--- src/verilog/bphp_pkg.sv ---
// bphp_pkg: constants and state codes for the bidirectional parallel host port
// assumes an 8-bit host data bus and four status lines carrying return nibbles
package bphp_pkg;
    localparam int unsigned DATA_W  = 8;   // host data lines
    localparam int unsigned NIB_W   = 4;   // status lines used for return data
    localparam int unsigned SYNC_W  = 2;   // flip-flops per pin synchroniser
    // position of each return bit on the status lines
    localparam int unsigned NIB_ACK = 0;
    localparam int unsigned NIB_PE  = 1;
    localparam int unsigned NIB_SEL = 2;
    localparam int unsigned NIB_ERR = 3;
    // reset levels of the host-facing outputs
    localparam logic        BUSY_RST = 1'h0;
    localparam logic [3:0]  NIB_RST  = 4'h0;

    typedef enum logic [2:0] {
        BPHP_IDLE    = 3'h0,  // free, busy low
        BPHP_RX_HOLD = 3'h1,  // byte taken, busy high until consumed and echoed high (strobe released when chained)
        BPHP_RX_REL  = 3'h2,  // busy low, waiting for host to echo low
        BPHP_TX_SET  = 3'h3,  // nibble on status lines, busy still low
        BPHP_TX_BUSY = 3'h4,  // busy high, waiting for host to echo high
        BPHP_TX_REL  = 3'h5   // busy low, waiting for host to echo low
    } bphp_state_t;
endpackage

--- src/verilog/bphp_buf2.sv ---
// bphp_buf2: two-entry buffer with valid/ready on both sides
// assumes one clock; output data and valid come straight from registers
`timescale 1ns/10ps
module bphp_buf2 #(
    parameter int unsigned WIDTH = 8
) (
    input  wire logic             ref_clk,
    input  wire logic             reset,
    input  wire logic             in_valid,
    output logic                  in_ready,
    input  wire logic [WIDTH-1:0] in_data,
    output logic                  out_valid,
    input  wire logic             out_ready,
    output logic [WIDTH-1:0]      out_data
);
    logic             head_v_q;
    logic [WIDTH-1:0] head_q;
    logic             skid_v_q;
    logic [WIDTH-1:0] skid_q;
    wire              push = in_valid && !skid_v_q;
    wire              pop  = head_v_q && out_ready;

    // ready only depends on the spare slot, so a stalled reader fills both entries
    assign in_ready  = !skid_v_q;
    assign out_valid = head_v_q;
    assign out_data  = head_q;

    // head feeds the reader, skid catches a word that arrives during a stall
    always_ff @(posedge ref_clk) begin
        if (reset) begin
            head_v_q <= 1'b0;
            skid_v_q <= 1'b0;
            head_q   <= '0;
            skid_q   <= '0;
        end else begin
            if (!head_v_q || pop) begin
                head_v_q <= skid_v_q || push;
                head_q   <= skid_v_q ? skid_q : in_data;
                skid_v_q <= skid_v_q && push;
                if (skid_v_q && push) begin
                    skid_q <= in_data;
                end
            end else if (push) begin
                skid_v_q <= 1'b1;
                skid_q   <= in_data;
            end
        end
    end
endmodule

--- src/verilog/bphp_port.sv ---
// bphp_port: device end of a bidirectional printer-style parallel host port
// assumes host pins are asynchronous to ref_clk; strobe and autofeed are active low
// Overview of operation
// - a host strobe pulse makes the device capture the eight data lines
// - busy stays high until the byte is consumed and the host echoes high, or while return data waits
// - return nibble goes on ack, pe, select, error, then busy is raised
// - a chained second unit strobes on autofeed and reports busy on pe
// - chained second unit only downloads; no return data over this port
`timescale 1ns/10ps
module bphp_port #(
    parameter int unsigned DATA_W = bphp_pkg::DATA_W
) (
    input  wire logic              ref_clk,
    input  wire logic              reset,
    input  wire logic [DATA_W-1:0] host_data,
    input  wire logic              strobe_n,
    input  wire logic              autofeed_n,
    input  wire logic              selectin,
    input  wire logic              chain_second,
    output logic                   busy,
    output logic                   ack,
    output logic                   pe,
    output logic                   select_out,
    output logic                   error,
    output logic                   rx_valid,
    input  wire logic              rx_ready,
    output logic [DATA_W-1:0]      rx_data,
    input  wire logic              tx_valid,
    output logic                   tx_ready,
    input  wire logic [DATA_W-1:0] tx_data
);
    localparam int unsigned NW = bphp_pkg::NIB_W;

    // pin synchronisers: stage one is read only by stage two
    logic [DATA_W-1:0] data_s1_q, data_s2_q;
    logic              stb_s1_q, stb_s2_q, stb_s3_q;
    logic              afd_s1_q, afd_s2_q, afd_s3_q;
    logic              sel_s1_q, sel_s2_q;
    logic              chn_s1_q, chn_s2_q;

    always_ff @(posedge ref_clk) begin
        data_s1_q <= host_data;
        data_s2_q <= data_s1_q;
        stb_s1_q  <= strobe_n;
        stb_s2_q  <= stb_s1_q;
        stb_s3_q  <= stb_s2_q;
        afd_s1_q  <= autofeed_n;
        afd_s2_q  <= afd_s1_q;
        afd_s3_q  <= afd_s2_q;
        sel_s1_q  <= selectin;
        sel_s2_q  <= sel_s1_q;
        chn_s1_q  <= chain_second;
        chn_s2_q  <= chn_s1_q;
    end

    // chained role picks the strobe source; edges are taken from the settled stages
    wire chained   = chn_s2_q;
    wire stb_fall  = stb_s3_q && !stb_s2_q;
    wire afd_fall  = afd_s3_q && !afd_s2_q;
    wire byte_edge = chained ? afd_fall : stb_fall;
    wire stb_level = chained ? !afd_s2_q : !stb_s2_q;
    wire host_echo = sel_s2_q;

    bphp_pkg::bphp_state_t state_q, state_d;
    logic [DATA_W-1:0]     rx_byte_q;
    logic                  rx_pend_q;
    logic                  pushed_q;
    logic [DATA_W-1:0]     tx_byte_q;
    logic                  hi_half_q;
    logic                  busy_q, busy_d;
    logic [NW-1:0]         nib_q, nib_d;
    logic                  tx_ready_q;

    // buffer between the capture register and the user side
    wire buf_in_valid = (state_q == bphp_pkg::BPHP_RX_HOLD) && !pushed_q;
    wire buf_in_ready;
    wire push_ok      = buf_in_valid && buf_in_ready;
    wire consumed     = pushed_q || push_ok;
    // refuse a strobe while the held byte has not reached the buffer yet,
    // so a host that ignores busy can neither overwrite it nor queue a duplicate
    wire rx_full      = (state_q == bphp_pkg::BPHP_RX_HOLD) && !consumed;
    wire rx_take      = byte_edge && !rx_pend_q && !rx_full;
    wire tx_take      = tx_valid && tx_ready_q;
    // the standalone unit waits for the echo; a chained unit cannot, since
    // selectin belongs to the first unit, so it waits for strobe release instead
    wire rx_echo_hi   = chained ? !stb_level : host_echo;
    wire rx_echo_lo   = chained ? 1'b1 : !host_echo;

    bphp_buf2 #(
        .WIDTH(DATA_W)
    ) u_buf (
        .ref_clk  (ref_clk),
        .reset    (reset),
        .in_valid (buf_in_valid),
        .in_ready (buf_in_ready),
        .in_data  (rx_byte_q),
        .out_valid(rx_valid),
        .out_ready(rx_ready),
        .out_data (rx_data)
    );

    // next state and pin levels of the handshake
    always_comb begin
        state_d = state_q;
        busy_d  = busy_q;
        nib_d   = nib_q;
        case (state_q)
            bphp_pkg::BPHP_IDLE: begin
                busy_d = 1'b0;
                if (rx_pend_q) begin
                    state_d = bphp_pkg::BPHP_RX_HOLD;
                    busy_d  = 1'b1;
                end else if (tx_take) begin
                    state_d = bphp_pkg::BPHP_TX_SET;
                    nib_d   = tx_data[NW-1:0];
                end
            end
            bphp_pkg::BPHP_RX_HOLD: begin
                busy_d = 1'b1;
                if (consumed && rx_echo_hi) begin
                    state_d = bphp_pkg::BPHP_RX_REL;
                    busy_d  = 1'b0;
                end
            end
            bphp_pkg::BPHP_RX_REL: begin
                if (rx_echo_lo) begin
                    state_d = bphp_pkg::BPHP_IDLE;
                end
            end
            bphp_pkg::BPHP_TX_SET: begin
                // nibble already stands one cycle before busy rises
                state_d = bphp_pkg::BPHP_TX_BUSY;
                busy_d  = 1'b1;
            end
            bphp_pkg::BPHP_TX_BUSY: begin
                if (host_echo) begin
                    state_d = bphp_pkg::BPHP_TX_REL;
                    busy_d  = 1'b0;
                end
            end
            bphp_pkg::BPHP_TX_REL: begin
                if (!host_echo) begin
                    if (!hi_half_q) begin
                        state_d = bphp_pkg::BPHP_TX_SET;
                        nib_d   = tx_byte_q[DATA_W-1 -: NW];
                    end else begin
                        state_d = bphp_pkg::BPHP_IDLE;
                    end
                end
            end
            default: begin
                state_d = bphp_pkg::BPHP_IDLE;
                busy_d  = 1'b0;
            end
        endcase
    end

    // handshake registers; a strobe is dropped while one is pending or held and not yet in the buffer, pending flag set wins over clear
    always_ff @(posedge ref_clk) begin
        if (reset) begin
            state_q   <= bphp_pkg::BPHP_IDLE;
            rx_byte_q <= '0;
            rx_pend_q <= 1'b0;
            pushed_q  <= 1'b0;
        end else begin
            state_q <= state_d;
            if (rx_take) begin
                rx_byte_q <= data_s2_q;
            end
            rx_pend_q <= rx_take || (rx_pend_q && state_q != bphp_pkg::BPHP_IDLE);
            if (state_q == bphp_pkg::BPHP_RX_HOLD) begin
                pushed_q <= consumed;
            end else begin
                pushed_q <= 1'b0;
            end
        end
    end

    // return path registers; a chained unit never offers to take return data
    always_ff @(posedge ref_clk) begin
        if (reset) begin
            tx_byte_q  <= '0;
            hi_half_q  <= 1'b0;
            tx_ready_q <= 1'b0;
        end else begin
            tx_ready_q <= (state_d == bphp_pkg::BPHP_IDLE) && !chained
                          && !byte_edge && !rx_pend_q && !tx_take;
            if (state_q == bphp_pkg::BPHP_IDLE && tx_take && !rx_pend_q) begin
                tx_byte_q <= tx_data;
                hi_half_q <= 1'b0;
            end else if (state_q == bphp_pkg::BPHP_TX_REL && !host_echo) begin
                hi_half_q <= 1'b1;
            end
        end
    end

    // output pins; in chained role busy moves to pe and busy stays low
    always_ff @(posedge ref_clk) begin
        if (reset) begin
            busy_q     <= bphp_pkg::BUSY_RST;
            nib_q      <= bphp_pkg::NIB_RST;
            busy       <= bphp_pkg::BUSY_RST;
            ack        <= 1'b0;
            pe         <= 1'b0;
            select_out <= 1'b0;
            error      <= 1'b0;
        end else begin
            busy_q     <= busy_d;
            nib_q      <= nib_d;
            busy       <= chained ? 1'b0 : busy_d;
            ack        <= nib_d[bphp_pkg::NIB_ACK];
            pe         <= chained ? busy_d : nib_d[bphp_pkg::NIB_PE];
            select_out <= nib_d[bphp_pkg::NIB_SEL];
            error      <= nib_d[bphp_pkg::NIB_ERR];
        end
    end

    // the offer to the user side is the registered level itself
    assign tx_ready = tx_ready_q;
endmodule

--- config.mk ---
export PLATFORM = sky130hd
export DESIGN_NAME = bphp_port
export DESIGN_NICKNAME = d
export VERILOG_FILES = /design/src/verilog/bphp_pkg.sv /design/src/verilog/bphp_buf2.sv /design/src/verilog/bphp_port.sv
export SDC_FILE = /design/constraint.sdc
export NUM_CORES = 1
export LEC_CHECK = 0
export BUFFER_PORTS_ARGS = -buffer_cell sky130_fd_sc_hd__buf_2
export CAP_MARGIN = 20
export CORE_ASPECT_RATIO = 1.4
export CORE_MARGIN = 2
export CORE_UTILIZATION = 40
export DETAILED_ROUTE_END_ITERATION = 6
export GPL_TIMING_DRIVEN = 0
export PLACE_DENSITY_LB_ADDON = 0.15
export SLEW_MARGIN = 20
export SYNTH_ARGS = -nofsm -noshare
export SYNTH_HDL_FRONTEND = slang
export SYNTH_HIERARCHICAL = 1
export SYNTH_SLANG_ARGS = --single-unit
--- constraint.sdc ---
create_clock -name ref_clk -period 2.1 [get_ports ref_clk]
set_input_delay 0.105 -clock ref_clk [delete_from_list [all_inputs] [get_ports ref_clk]]
set_output_delay 0.105 -clock ref_clk [all_outputs]
set_load 0.1 [all_outputs]
==> run summary, run 1 <==
total grt overflow: 0
antenna viol nets, final: 0
multiplexer area fraction after synthesis: 0.118
Sink Count: 70
number of global-route vias before repair: 1,724
status: completed
cell count after synthesis: 224
Max Buffers Root-to-Sink: 2
Die H: 98.4 µm
post-route cell area: 3180 µm²
XOR/XNOR share of the synthesized area: 0
WHS: 0.0525 ns
period utilisation layout: 0.892
Starting Density: 0.413
layout cells sized above 1: 0.225
Final #Nets: 312
Port Buf Inserts: 37
Post-Synth Adder-Cell Area: 0
via count: 1,754
Synth Area in Compound Gates: 0.0943
Vias/cell: 4.81
largest family of logic cells by synthesized area: simple AND/OR/NAND/NOR gates
initial DRC count: 54
CTS root buf: clkbuf_8
most frequent cells in the layout: 70 x dfxtp_1, 40 x buf_2, 35 x nand2b_1, 30 x mux2i_1, 16 x dlygate4sd3_1
Final setup viols: 0
Static Leak: 0.00123 µW
Arr. time, crit path: 2.14 ns
all-layer global routing usage: 0.141
slew at the pin closest to its max-slew limit: 0.530 ns
critical path type: flip-flop to flip-flop
max cap viols: 0
GP Congestion: 0.751
Worst-path clk slew: 0.07 ns
Peak VDD IR: 0.468 mV
RSZ-0062 raised after global routing: no
ys flop type: dfxtp_1
TritonCTS clock tree: yes
Mean Syn Cell Area: 11.4 µm²
Mapped Area: 2550 µm²
core box area: 6170 µm²
Remaining DRCs: 0
first-pass GRT wire length: 7.80 mm
final total power: 2780 µW
syn nets: 248
multi-input combinational cell area: 1070 µm²
clock skew: 0.00682 ns
FFs w/ async S/R, synth: 0
crit path max fanout: 9
fin. max-slew vios: 0
post-synthesis sequential area ratio: 0.550
commonest non-fill, non-tap cell in the layout: dfxtp_1
DP Area: 2820 µm²
Worst Hold Class: primary input to flip-flop
CP required: 2.36 ns
Simple-Gate Fraction of Synth Area: 0.210
Setup TNS Final: 0 ns
FF+latch count, synth: 70
per-cell routed wire length: 12.5 µm
Slew headroom: 0.646
Reg area: 1400 µm²
Horiz. Die Dim: 71.4 µm
post-DP HPWL: 3.17 mm
pin count of the biggest net entering global routing: 17
Yosys cell types: 39
Post-CTS Resized: 0
Finished Core Util: 0.516
final hold violations: 0
initial antenna violation count: 0
Max Fclk: 0.534 GHz
antenna cells: 0
first drt pass iteration count: 4
Routed WL: 4.55 mm
Clk Latency, worst-skew pair: 0.34 ns
htree depth: 3
I/O pin total: 39
die area: 7030 µm²
post-route minimum period: 1.87 ns
YS warnings: 6
Startpoint Class: flip-flop
CTS Buf Count: 9
fillers: 552
Rows: 34
Pwr per Cell Area: 875 nW/µm²
critical path endpoint category: flip-flop
Layout area overhead: 24.9%
EDFF count, synth: 0
## worst paths after layout
check,start,endpoint,slack [ns],cells after the start
hold / removal,tx_data[0],flip-flop,0.05,3
hold reg to reg,data_s1_q[6],data_s2_q[6],0.33,0
setup reg to reg,state_q[0],u_buf/skid_q[6],0.23,5
setup / recovery,state_q[0],u_buf/skid_q[6],0.23,5
## report_power, final
group | internal, µW | total [µW] | leakage [µW] | switching, µW
Clock | 551 | 1050 | 0.000103 | 503
Combinational | 117 | 306 | 0.000546 | 189
Sequential | 1390 | 1420 | 0.000576 | 36.5
Total | 2050 | 2780 | 0.00123 | 729
## what timing repair did
action                    4_1_cts  5_1_grt
hold endpoints to repair       16        0
buffers inserted                0        0
hold buffers                   16        0
## registers in the layout, indices dropped and copies added, names as in the netlist, 3 cells and up, named ones only
register        count
u_buf/out_data      8
data_s1_q           8
tx_byte_q           4
rx_byte_q           8
state_q             3
data_s2_q           8
u_buf/skid_q        8
## metal layers
layer	vias up	share of wire	GRT usage
li1	911	-	-
met1	790	0.45	0.165
met2	45	0.47	0.226
met3	8	0.060	0.0460
met4	0	0.016	0.0784
met5	-	0	0
## worst max-delay path, stage by stage, from the launching register on
cell and delay (ns):
dfxtp_1 0.47, or3b_1 0.45, nor2_1 0.15, nor4bb_4 0.32, buf_6 0.20, mux2i_1 0.20
## logic make-up (layout without fill, tap and decap cells)
family / Yosys count / after routing
flops: 70 / 70
compound gates: 29 / 29
mux: 30 / 30
buf+inv: 12 / 81
simple gates: 83 / 83
## stage by stage
stage | instances | setup WS (ns)
6_report | 365 | 0.227
5_1_grt | 365 | 0.0729
4_1_cts | 365 | 0.223
3_5_place_dp | 333 | 0.244
3_3_place_gp | 333 | 0.286
2_1_floorplan | 224 | 0.0626
## area by class of cell
type | instances | share of cell area
tap | 72 | 0.0283
sequential | 70 | 0.440
inverter | 2 | 0.00236
buffer | 10 | 0.0201
timing repair buffer | 53 | 0.109
multi-input combinational | 142 | 0.338
clock buffer | 9 | 0.0389
clock inverter | 7 | 0.0236
## cell usage after synthesis, types with 2 or more instances
cell / number / area (µm²)
nand2_1: 4 / 15.0
a22oi_1: 3 / 22.5
nor3b_1: 9 / 67.6
nor2b_1: 6 / 37.5
nor3_1: 5 / 25.0
dfxtp_1: 70 / 1400
buf_6: 3 / 33.8
inv_1: 2 / 7.51
a21oi_1: 6 / 30.0
a211oi_1: 9 / 67.6
nor2_1: 11 / 41.3
buf_2: 3 / 15.0
clkbuf_1: 4 / 15.0
mux2i_1: 30 / 300
nand2b_1: 35 / 219
Note: power is estimated with default switching activity, not from simulation.
==> run 2: changes to the inputs <==
- CELL_PAD_IN_SITES_DETAIL_PLACEMENT: default -> 1
- CELL_PAD_IN_SITES_GLOBAL_PLACEMENT: default -> 1
==> run summary, run 2 (same netlist as run 1, synthesis figures left out) <==
RSZ-0062 raised after global routing: no
Arr. time, crit path: 2.11 ns (-0.03 ns)
total grt overflow: 0 (unchanged)
Starting Density: 0.413 (unchanged)
Startpoint Class: flip-flop
antenna cells: 0 (unchanged)
Port Buf Inserts: 37 (unchanged)
Routed WL: 5.20 mm (+14%)
Gate power share: 0.106 (-0.004)
fin. max-slew vios: 0 (unchanged)
crit path max fanout: 9 (unchanged)
first-pass GRT wire length: 9.06 mm (+16%)
die area: 7030 µm² (unchanged)
first drt pass iteration count: 5 (+1)
slew at the pin closest to its max-slew limit: 0.513 ns (-0.0168 ns)
critical path type: flip-flop to flip-flop
max incr delay on CP: 0.43 ns (-0.04 ns)
Sink Count: 70 (unchanged)
CTS root buf: clkbuf_8
post-DP HPWL: 3.73 mm (+18%)
Remaining DRCs: 0 (unchanged)
Pwr per Cell Area: 913 nW/µm² (+4.3%)
all-layer global routing usage: 0.167 (+0.0257)
via count: 1,817 (+3.6%)
Max Fclk: 0.545 GHz (+2.0%)
I/O pin total: 39 (unchanged)
Internal: 2200 µW (+7.2%)
Layout area overhead: 25.2%
Buf/Inv on CP: 1 (unchanged)
pin count of the biggest net entering global routing: 17 (unchanged)
initial DRC count: 38 (-30%)
CTS Buf Count: 9 (unchanged)
sw frac: 0.244 (-0.0183)
Clk Latency, worst-skew pair: 0.34 ns (about the same)
worst path cell trace: or3b_1 > nor2_1 > nor4bb_4 > buf_6 > mux2i_1
layout cells sized above 1: 0.223 (-0.00265)
Static Leak: 0.00123 µW (+0.28%)
htree depth: 3 (unchanged)
max cap viols: 0 (unchanged)
Sw Pwr: 709 µW (-2.8%)
WHS: 0.0121 ns (-0.0404 ns)
critical path endpoint category: flip-flop
most frequent cells in the layout: 69 x dfxtp_1, 40 x buf_2, 35 x nand2b_1, 30 x mux2i_1, 15 x dlygate4sd3_1
Rows: 34 (unchanged)
Crit-path slowest cell: or3b_1
per-cell routed wire length: 14.3 µm (+15%)
number of global-route vias before repair: 1,926 (+12%)
Max Buffers Root-to-Sink: 2 (unchanged)
Peak VDD IR: 0.482 mV (+3.1%)
CP required: 2.37 ns (about the same)
Final #Nets: 311 (-0.32%)
GP Congestion: 0.742 (-1.1%)
commonest non-fill, non-tap cell in the layout: dfxtp_1
final hold violations: 0 (unchanged)
period utilisation layout: 0.874 (-0.0175)
TritonCTS clock tree: yes
Horiz. Die Dim: 71.4 µm (unchanged)
Worst Hold Class: primary input to flip-flop
status: completed
initial antenna violation count: 0 (unchanged)
post-route minimum period: 1.84 ns (-0.0367 ns)
clock skew: 0.00912 ns (+0.00230 ns)
Die H: 98.4 µm (unchanged)
Slew headroom: 0.657 (+0.0113)
Reg power frac: 0.490 (-0.021)
Worst-path clk slew: 0.08 ns (about the same)
Final setup viols: 0 (unchanged)
Vias/cell: 4.99 (+3.9%)
core box area: 6170 µm² (unchanged)
antenna viol nets, final: 0 (unchanged)
family with the most delay on the worst path: simple AND/OR/NAND/NOR gates
Setup TNS Final: 0 ns (unchanged)
Clock power frac: 0.404 (+0.025)
-- run 2: changes by cell type in the layout (fill, tap and decap cells not counted), sizes merged --
cell / previous run / this run
bufinv: 1 / 2
clkbuf: 13 / 16
clkinv: 6 / 2
dlygate4sd3: 16 / 15
-- run 2: power groups by stage --
stage / sequential (µW) / combinational, µW / clock, µW
detailed placement: 1460 / 291 / 0
CTS: 1430 / 313 / 1210
finish: 1430 / 309 / 1180
global route: 1430 / 334 / 1280
floorplan: 1550 / 123 / 0
global placement: 1450 / 287 / 0
-- run 2: per-stage QoR --
stage               area, µm²  setup WS [ns]  power, µW  cells   util
global route             3190         0.0897       3040    364  0.517
CTS                      3190          0.164       2950    364  0.517
finish                   3190          0.264       2910    364  0.517
global placement         2820          0.263       1740    333  0.458
detailed placement       2820          0.190       1750    333  0.458
floorplan                2550         0.0626       1670    224      -
-- run 2: cell type report --
cell class | instances | area [µm²]
Buffer | 10 | 63.8
Clock buffer | 12 | 145
Clock inverter | 4 | 70.1
Fill cell | 695 | 2980
Inverter | 2 | 7.51
Multi-Input combinational cell | 142 | 1070
Sequential cell | 70 | 1400
Tap cell | 72 | 90.1
Timing Repair Buffer | 52 | 335
-- run 2: final timing paths --
check,from,end,slack (ns),cells after the start
max,state_q[0],u_buf/skid_q[7],0.26,5
min,tx_data[5],tx_byte_q[5],0.01,3
max reg2reg,state_q[0],u_buf/skid_q[7],0.26,5
min reg2reg,data_s1_q[6],data_s2_q[6],0.33,0
-- run 2: worst reg2reg max path, stage by stage, from the launching register on --
cell,delay [ns]
dfxtp_2,0.41
or3b_1,0.43
nor2_1,0.20
nor4bb_4,0.34
buf_6,0.19
mux2i_1,0.20
-- run 2: timing repair --
item / 4_1_cts / 5_1_grt
endpoints found under the hold margin: 15 / 0
endpoints found under the setup margin: 0 / 1
buffers inserted: 0 / 0
hold buffers: 15 / 0
gates resized for setup: 0 / 1
-- run 2: layer usage --
metal	track usage	wire length, µm	part of all wire	vias up
met1	0.178	2080	0.40	865
met3	0.0552	194	0.037	8
met4	0.0653	76	0.015	0
met5	0	0	0	-
met2	0.298	2850	0.55	33
li1	-	-	-	911
